<file path="src/include/gated_timer_pkg.sv">
// How it works
// - one 16-bit counter works as a timer, a synchronized counter or an asynchronous counter.
// - an interrupt event is raised on a period match, or on the gate's falling edge when gated.
// - the timer can keep running in idle and in sleep, sleep needing the external clock.
// - setting run_enable (bit 15) starts counting and clearing it stops counting.
// - prescale_select (bits 5-4) divides by 256, 64, 8 or 1 for codes 11, 10, 01, 00.
// - clock_source_select (bit 1) picks the external pin's rising edge or the internal clock.
// - gated_accumulate (bit 6) is ignored on the external clock; else counts only while gate high.
// - on the external clock, ext_clock_sync (bit 2) picks synchronized or unsynchronized counting.
// - unimplemented control bits 14, 12-7, 3 and 0 read as zero.
package gated_timer_pkg;
	localparam logic [11:0] ADDR_CONTROL = 12'h000;
	localparam logic [11:0] ADDR_PERIOD = 12'h004;
	localparam logic [11:0] ADDR_COUNT = 12'h008;
	localparam logic [11:0] ADDR_IRQ_STATUS = 12'h00C;
	localparam logic [11:0] ADDR_IRQ_MASK = 12'h010;
	localparam logic [11:0] ADDR_IRQ_PRIORITY = 12'h014;
	localparam int BIT_RUN = 15;
	localparam int BIT_IDLE_STOP = 13;
	localparam int BIT_GATE = 6;
	localparam int BIT_PS_HI = 5;
	localparam int BIT_PS_LO = 4;
	localparam int BIT_SYNC = 2;
	localparam int BIT_CS = 1;
	localparam logic [15:0] CONTROL_WMASK = 16'hA076;
	localparam logic [15:0] CONTROL_RESET = 16'h0000;
	localparam logic [15:0] PERIOD_RESET = 16'hFFFF;
	localparam int IRQ_MATCH = 0;
	localparam int IRQ_GATE = 1;
	localparam int IRQ_BITS = 2;
	localparam logic [7:0] DIV_8 = 8'h07;
	localparam logic [7:0] DIV_64 = 8'h3F;
	localparam logic [7:0] DIV_256 = 8'hFF;
endpackage : gated_timer_pkg

</file>
<file path="src/rtl/gated_timer.sv">
// The APB register port and the register addresses are this design's own decisions.
`timescale 1ns/100ps
`default_nettype none
module gated_timer #(
	parameter int WIDTH = 16
) (
	input wire logic core_clk,
	input wire logic rst_b,
	input wire logic psel,
	input wire logic penable,
	input wire logic pwrite,
	input wire logic [11:0] paddr,
	input wire logic [31:0] pwdata,
	output logic [31:0] prdata,
	output logic pready,
	output logic pslverr,
	input wire logic external_clock_pin,
	input wire logic cpu_idle,
	input wire logic cpu_sleep,
	output logic irq,
	output logic [2:0] irq_priority
);
	import gated_timer_pkg::*;

	// ************************************************************
	// elaboration check
	// ************************************************************
	if (WIDTH != 16) begin : g_width_check
		$error("gated_timer only supports a 16-bit counter");
	end

	logic [15:0] control_q;
	logic [WIDTH-1:0] period_q;
	logic [WIDTH-1:0] count_q;
	logic [IRQ_BITS-1:0] status_q;
	logic [IRQ_BITS-1:0] mask_q;
	logic [2:0] prio_q;
	logic [7:0] pre_q;
	logic pin_s1_q;
	logic pin_s2_q;
	logic pin_s3_q;
	logic pin_raw_q;
	logic match_pend_q;

	// ************************************************************
	// apb decode
	// ************************************************************
	function automatic logic hit(input logic [11:0] a, input logic [11:0] r);
		return a == r;
	endfunction : hit

	logic wr_en;
	logic rd_en;
	// a write lands only at the edge where the master sees pready high
	assign wr_en = psel && penable && pwrite && pready;
	assign rd_en = psel && penable && !pwrite;

	// control register, reset clears all bits
	always_ff @(posedge core_clk or negedge rst_b) begin
		if (!rst_b) begin
			control_q <= CONTROL_RESET;
		end else if (wr_en && hit(paddr, ADDR_CONTROL)) begin
			control_q <= pwdata[15:0] & CONTROL_WMASK;
		end
	end

	// period, mask and priority
	always_ff @(posedge core_clk or negedge rst_b) begin
		if (!rst_b) begin
			period_q <= PERIOD_RESET;
			mask_q <= '0;
			prio_q <= 3'h0;
		end else if (wr_en) begin
			if (hit(paddr, ADDR_PERIOD)) begin
				period_q <= pwdata[WIDTH-1:0];
			end
			if (hit(paddr, ADDR_IRQ_MASK)) begin
				mask_q <= pwdata[IRQ_BITS-1:0];
			end
			if (hit(paddr, ADDR_IRQ_PRIORITY)) begin
				prio_q <= pwdata[2:0];
			end
		end
	end

	// ************************************************************
	// clock selection
	// ************************************************************
	// the pin is treated as synchronous; the three-stage path models the
	// synchronizer latency, the raw path takes the pin two cycles earlier
	always_ff @(posedge core_clk or negedge rst_b) begin
		if (!rst_b) begin
			pin_s1_q <= 1'b0;
			pin_s2_q <= 1'b0;
			pin_s3_q <= 1'b0;
			pin_raw_q <= 1'b0;
		end else begin
			pin_s1_q <= external_clock_pin;
			pin_s2_q <= pin_s1_q;
			pin_s3_q <= pin_s2_q;
			pin_raw_q <= external_clock_pin;
		end
	end

	logic ext_sel;
	logic ext_rise_sync;
	logic ext_rise_async;
	logic ext_rise;
	logic gate_level;
	logic gate_fall;
	logic gated_mode;
	logic halted;
	logic tick_in;
	logic tick;
	logic [7:0] div_top;

	assign ext_sel = control_q[BIT_CS];
	assign ext_rise_sync = pin_s2_q && !pin_s3_q;
	assign ext_rise_async = external_clock_pin && !pin_raw_q;
	assign ext_rise = control_q[BIT_SYNC] ? ext_rise_sync : ext_rise_async;
	assign gate_level = pin_s2_q;
	assign gate_fall = !pin_s2_q && pin_s3_q;
	assign gated_mode = !ext_sel && control_q[BIT_GATE];
	// sleep stops the core clock, so only the external source may advance
	assign halted = !control_q[BIT_RUN]
		|| (cpu_idle && control_q[BIT_IDLE_STOP])
		|| (cpu_sleep && !ext_sel);
	always_comb begin
		if (ext_sel) begin
			tick_in = ext_rise;
		end else if (gated_mode) begin
			tick_in = gate_level;
		end else begin
			tick_in = 1'b1;
		end
	end

	// prescaler ratio decode
	always_comb begin
		case (control_q[BIT_PS_HI:BIT_PS_LO])
			2'b11: div_top = DIV_256;
			2'b10: div_top = DIV_64;
			2'b01: div_top = DIV_8;
			default: div_top = 8'h00;
		endcase
	end

	// prescaler, cleared when the timer is stopped
	always_ff @(posedge core_clk or negedge rst_b) begin
		if (!rst_b) begin
			pre_q <= 8'h00;
		end else if (!control_q[BIT_RUN]) begin
			pre_q <= 8'h00;
		end else if (!halted && tick_in) begin
			pre_q <= (pre_q >= div_top) ? 8'h00 : pre_q + 8'h01;
		end
	end
	assign tick = !halted && tick_in && (pre_q >= div_top);

	// ************************************************************
	// counter
	// ************************************************************
	logic match;
	assign match = count_q == period_q;

	always_ff @(posedge core_clk or negedge rst_b) begin
		if (!rst_b) begin
			count_q <= '0;
			match_pend_q <= 1'b0;
		end else if (wr_en && hit(paddr, ADDR_COUNT)) begin
			count_q <= pwdata[WIDTH-1:0];
			match_pend_q <= 1'b0;
		end else if (tick) begin
			if (match) begin
				count_q <= '0;
			end else begin
				count_q <= count_q + 1'b1;
			end
			match_pend_q <= 1'b0;
		end else if (match && !halted) begin
			match_pend_q <= 1'b1;
		end
	end

	// ************************************************************
	// interrupts
	// ************************************************************
	logic [IRQ_BITS-1:0] ev;
	logic match_ev;
	// one event per match: raised on the counting edge that wraps
	assign match_ev = tick && match;
	assign ev[IRQ_MATCH] = match_ev && !gated_mode;
	assign ev[IRQ_GATE] = gate_fall && gated_mode && !halted;

	// sticky status, set beats a write-one clear
	always_ff @(posedge core_clk or negedge rst_b) begin
		if (!rst_b) begin
			status_q <= '0;
		end else begin
			if (wr_en && hit(paddr, ADDR_IRQ_STATUS)) begin
				status_q <= (status_q & ~pwdata[IRQ_BITS-1:0]) | ev;
			end else begin
				status_q <= status_q | ev;
			end
		end
	end

	// irq lags status by one cycle so it comes from a flop
	always_ff @(posedge core_clk or negedge rst_b) begin
		if (!rst_b) begin
			irq <= 1'b0;
			irq_priority <= 3'h0;
		end else begin
			irq <= |(status_q & mask_q);
			irq_priority <= prio_q;
		end
	end

	// ************************************************************
	// apb read and response
	// ************************************************************
	logic [31:0] rd_mux;
	always_comb begin
		rd_mux = 32'h0000_0000;
		case (paddr)
			ADDR_CONTROL: rd_mux = {16'h0000, control_q};
			ADDR_PERIOD: rd_mux = {16'h0000, period_q};
			ADDR_COUNT: rd_mux = {16'h0000, count_q};
			ADDR_IRQ_STATUS: rd_mux = {30'h0000_0000, status_q};
			ADDR_IRQ_MASK: rd_mux = {30'h0000_0000, mask_q};
			ADDR_IRQ_PRIORITY: rd_mux = {29'h0000_0000, prio_q};
			default: rd_mux = 32'h0000_0000;
		endcase
	end

	logic unmapped;
	assign unmapped = paddr[1:0] != 2'b00 || paddr > ADDR_IRQ_PRIORITY;

	// one wait state: pready rises in the second access cycle
	always_ff @(posedge core_clk or negedge rst_b) begin
		if (!rst_b) begin
			pready <= 1'b0;
			prdata <= 32'h0000_0000;
			pslverr <= 1'b0;
		end else if (psel && penable && !pready) begin
			pready <= 1'b1;
			prdata <= rd_en ? rd_mux : 32'h0000_0000;
			pslverr <= unmapped;
		end else begin
			pready <= 1'b0;
			pslverr <= 1'b0;
		end
	end

	logic unused;
	assign unused = match_pend_q ^ (|pwdata[31:16]);
endmodule : gated_timer
`default_nettype wire

</file>
<file path="config.mk">
export PLATFORM = sky130hd
export DESIGN_NAME = gated_timer
export DESIGN_NICKNAME = d
export VERILOG_FILES = /design/src/include/gated_timer_pkg.sv /design/src/rtl/gated_timer.sv
export SDC_FILE = /design/constraint.sdc
export NUM_CORES = 1
export LEC_CHECK = 0
export BUFFER_PORTS_ARGS = -buffer_cell sky130_fd_sc_hd__buf_4
export CAP_MARGIN = 20
export CELL_PAD_IN_SITES_DETAIL_PLACEMENT = 1
export CELL_PAD_IN_SITES_GLOBAL_PLACEMENT = 2
export CORE_MARGIN = 8
export CORE_UTILIZATION = 34
export CTS_CLUSTER_SIZE = 28
export DETAILED_ROUTE_END_ITERATION = 8
export HOLD_SLACK_MARGIN = 0.1
export PLACE_DENSITY = 0.84
export SYNTH_ARGS = -nofsm -noshare
export SYNTH_HDL_FRONTEND = slang
export SYNTH_SLANG_ARGS = --single-unit
</file>
<file path="constraint.sdc">
create_clock -name core_clk -period 2.4 [get_ports core_clk]
set_input_delay 0.12 -clock core_clk [delete_from_list [all_inputs] [get_ports core_clk]]
set_output_delay 0.12 -clock core_clk [all_outputs]
set_load 0.02 [all_outputs]
</file>
# Word level (Yosys, flattened, before mapping)
# Index checks and enable logic that the tools add are counted.
# classes
addsub	2
shifts	0
bitwise	5
div_mod_pow	0
mux	15
n_eq_ne	10
reduce_logical	39
mul	0
magnitude_cmp	2
# op_table
op	n
case mux 16 bit (6 select lines)	1
2-to-1 mux 16 bit	3
2-to-1 mux 32 bit	1
== test 12 x 4 -> 1 bit (second input constant)	2
== test 12 x 5 -> 1 bit (second input constant)	2
2-to-1 mux 8 bit	3
case mux 8 bit (3 select lines)	1
logical AND 1 bit	20
adder 16 x 1 -> 16 bit (second input constant)	1
== test 16 bit	1
== test 12 x 3 -> 1 bit (second input constant)	1
> comparator 12 x 5 -> 1 bit (second input constant)	1
zero test 12 bit	1
zero test 1 bit	9
adder 8 x 1 -> 8 bit (second input constant)	1
>= comparator 8 bit	1
AND reduction 2 bit	3
2-to-1 mux 1 bit	5
AND 2 bit	2
== test 2 bit (second input constant)	2
OR 2 bit	2
nonzero test 2 bit	2
logical OR 1 bit	3
== test 2 x 1 -> 1 bit (second input constant)	1
4 further kinds	4
# word_totals
regBits	95
mem_bits_ro	0
in_bits	52
mem_bits_rw	0
latch_bits	0
elab_cells	88
memories	0
out_inout_bits	38

# Longest topological paths before layout
# logic_depth
ltp_word	10
mapped_depth	9

# Worst setup path after synthesis
# Ideal clock, no wire load.
# synth_timing
path_kind	register to register
start	reg control_q[5]
end	reg pre_q[5]
required_time_ns	2.318
period_less_slack_ns	2.221
path_slack_ns	0.179
setup_time_ns	0.082
n_path_buf	0
arrival_ns	2.140
stages_incl_launch_ff	9
cell_sequence	dfrtp_1 nand2_1 ha_1 a41oi_1 o21ai_0 a21oi_1 nand2_1 or4_1 a31oi_1
# synth_between
elab_chain_len	6
word_cells_on_any_way	8
# synth_lines
item	line_no	text
from (decl)	gated_timer.sv:32	logic [15:0] control_q;
from (signal assigned)	gated_timer.sv:63	control_q <= pwdata[15:0] & CONTROL_WMASK;
== test 2 x 1 -> 1 bit or == test 2 bit (tied branches)	gated_timer.sv:140	case (control_q[BIT_PS_HI:BIT_PS_LO])
case mux 8 bit (3 select lines) *	gated_timer.sv:140	
>= comparator 8 bit *	gated_timer.sv:155	pre_q <= (pre_q >= div_top) ? 8'h00 : pre_q + 8'h01;
2-to-1 mux 8 bit *	gated_timer.sv:155	
2-to-1 mux 8 bit *	gated_timer.sv:154	end else if (!halted && tick_in) begin
2-to-1 mux 8 bit *	gated_timer.sv:152	end else if (!control_q[BIT_RUN]) begin
to (signal assigned)	gated_timer.sv:155	
to (decl)	gated_timer.sv:38	logic [7:0] pre_q;
# Mark *: on every way between the ends. The rest lies on a longest branch, timed or not. The select of a mux whose other input is x is not followed.
# A chain may end at the register's enable or synchronous reset.

# Final worst setup path
# layout_timing
start	reg control_q[4]
end	reg pre_q[5]
# The elaborated chain is that of the path after synthesis.

==> metrics <==
sequential cell fraction of total power=0.487; count leader, synth=dfrtp_1; first-pass GRT wire length=just over 20000 microns; status=finished, final reports clean; I/O pin count=90; sw frac=0.2352; combinational share of power=0.065; critical path peak fanout=5; Hold Path Class=in -> reg; R2R Setup Slk=around 110 ps; slowest stage cell on the critical path=or4_1; RePlAce Congestion=0.7712; post-synthesis register bit count=79; area of the die=0.01667 sq mm; register area share after synthesis=0.4591; die extent in x=129.1 microns; Clock Power Share=0.449; Setup Skew=7.167 ps; final setup margin=112.6 ps; area leader, netlist=dfrtp_1; clock root buffer master=clkbuf_16; Crit path largest cell delay=560 ps; Finish-stage setup viols=0; top cell type's share of synthesized area=0.3625; clk buf depth=2; Crit path buffers/inverters=0; n_diodes=0; Avg WL per Cell=18.05 microns; core area=approximately 0.013 sq mm; crit path DAT=between 2000 and 3000 ps; R2R cell count=8; synth cell count leaders=dfrtp_1 (63), nand2_1 (47), nor2_1 (42); Synthesis Warnings=0; detailed placer's ending HPWL=between 9000 and 10000 microns; Post-Syn Area=0.004349 sq mm; Hold Startpoint=cpu_sleep; Crit Path Category=reg -> reg; CP startpoint kind=flop; Max-Slew Margin vs Limit=0.5129; Peak VDD IR=338.4 uV; H-tree levels=3; post-layout minimum cycle time=2287 ps; antenna violations before repair=0; port bufs=between 50 and 60; Pre-Repair DR Iteration Count=4; antenna viol nets, final=0; PD cells=499.9 mW/mm^2; library cells used by synthesis=57; EDFF count, synth=0; # fillers=1415; launching point of the worst reg2reg path=control_q[4]; Reg clk slew, reported paths=about 60 ps; placed cells=664; fraction of final layout cells sized beyond drive strength 1=0.2841; DRC viols=0; vias in the first global route=3943; Synth area leaders=dfrtp_1 (36%), dfstp_2 (9.7%), mux2_2 (7.5%); TritonCTS clock tree=built; area growth from synthesis to final layout=26.70%; Final Cycle Share=0.9531; Vias=3683; die height=129.1 microns; CP delay by family, top=simple AND/OR/NAND/NOR gates; Lkg Pwr=about 2.3 nW; Mapped Cells=445; DR vias/cell=5.261; largest net degree at the start of global routing=80; total CTS buffers=9; layout net count=583; synthesized area per cell=around 10 sq um; hold depth=3; f_max=437.2 MHz; Setup TNS=0 ps; dpl ws=between 20 and 25 ps; CP Data Required Time=2660 ps; ys async rst share=1.000; Initial Util=0.3460; Clock Latency Late Sink=around 340 ps; capture point of the worst reg-to-reg path=pre_q[5]; total gr overflow=0; Non-Filler Instances=700; critical path cell sequence=nor2_2, ha_1, a2bb2oi_1, o21bai_1, o2111ai_2, nand2_1, or4_1, a31oi_2; Power Internal=2.107 mW; WHS Endpoint=status_q[1]; Sink Count=79; Iter 0 DRT Violations=185; Final Slew Violations=0; max cap viols=0; Psw=0.6478 mW; FP Rows=41; final WL=approximately 13000 microns; crit end category=flop; GR Util All Layers=0.1539; endpoints failing hold=0; post-CTS setup buffers=0; Main synth FF type=dfrtp_1; Slew @ Worst Pin=720.4 ps
==> worst reg2reg max path, stage by stage, from the launching register on <==
cell       delay, ps
dfrtp_2          440
nor2_2           170
ha_1             270
a2bb2oi_1        140
o21bai_1         110
o2111ai_2        150
nand2_1          170
or4_1            560
a31oi_2          200
==> how the worst max path moves through the flow <==
stage / startpoint / cells after the start / end
2_1_floorplan: control_q[5] / 8 / pre_q[5]
3_3_place_gp: control_q[5] / 7 / pre_q[5]
3_5_place_dp: control_q[5] / 8 / pre_q[5]
4_1_cts: control_q[5] / 8 / pre_q[5]
5_1_grt: control_q[4] / 8 / pre_q[5]
6_report: control_q[4] / 8 / pre_q[5]
==> cells in the final DEF, fill, tap and decap left out, types with 2 or more instances in the layout <==
cell,netlist,layout
mux2i_1,8,8
ha_4,0,3
buf_4,18,67
a31oi_1,20,19
clkbuf_16,0,9
nand3_1,18,18
o31ai_1,2,2
dfrtp_1,63,61
nor2_1,42,41
ha_1,8,5
or4_1,3,3
dlygate4sd3_1,0,19
inv_1,6,5
a21oi_1,9,9
and3_1,5,5
nor3b_1,4,4
nand2_1,47,46
nor2b_1,5,5
nand4_1,6,6
a22o_1,6,6
nor4_1,3,3
nand3b_1,7,7
o21ai_0,36,36
o2bb2ai_1,2,2
inv_2,1,2
mux2_2,29,29
a22oi_1,8,8
and4_1,3,3
buf_12,0,3
clkinvlp_4,0,3
clkinv_2,0,3
xnor2_1,16,16
dfstp_2,16,16
and2_1,4,4
conb_1,1,16
dfrtp_2,0,2
nor3_1,6,6
==> power groups by stage <==
stage | clock (mW) | sequential, mW | combinational [mW]
2_1_floorplan | 0 | 1.37 | 0.0720
6_report | 1.24 | 1.34 | 0.178
4_1_cts | 1.27 | 1.34 | 0.174
3_3_place_gp | 0 | 1.36 | 0.146
5_1_grt | 1.32 | 1.34 | 0.196
3_5_place_dp | 0 | 1.36 | 0.149
==> metrics by stage <==
step	area [sq um]	hold WS [ps]	util	total power, mW
floorplan	4405	-175.6	-	1.438
global placement	4961	240.3	0.3947	1.510
detailed placement	4961	244.5	0.3947	1.513
CTS	5418	138.3	0.4311	2.785
global route	5510	164.5	0.4384	2.860
finish	5510	155.6	0.4384	2.755
==> layer usage <==
| layer | global-route usage | part of all wire | vias up |
|---|---|---|---|
| met3 | 0.02835 | 0.044 | 18 |
| met4 | 0.06565 | 0.021 | 0 |
| met5 | 0 | 0 | - |
| met2 | 0.2598 | 0.49 | 76 |
| li1 | - | - | 1727 |
| met1 | 0.1883 | 0.45 | 1862 |
==> state kept, by name, summed over array words and instances (netlist names), 2 cells and up <==
name          count
prdata           16
pre_q             8
irq_priority      3
mask_q            2
control_q         7
prio_q            3
status_q          2
count_q          16
period_q         16
==> logic make-up (layout without fill, tap and decap cells) <==
family,after synthesis,count (layout),share of synthesized area
multiplexers,37,37,0.09350
buffers and inverters,45,113,0.05725
adder cells (fa/ha/maj),8,8,0.02302
other,1,16,0.0008622
AO/OA/AOI/OAI,98,98,0.1470
AND/OR/NAND/NOR,161,161,0.1870
flip-flops,79,79,0.4591
XOR/XNOR,16,16,0.03222
==> layout make-up <==
cell class,count,area (sq um),area share
repair buffers,90,780.7,0.1417
flip-flops and latches,79,1999,0.3629
multi-input cells,336,2222,0.4033
clock buffers,10,229.0,0.04155
inverters,7,26.28,0.004768
well taps,172,215.2,0.03906
clock inverters,6,37.54,0.006812
==> what timing repair did <==
action,CTS,global route
setup endpoints to repair,0,16
endpoints found under the hold margin,109,0
hold buffers,19,0
resized for setup,0,11
(Power assumes the default switching activity.)
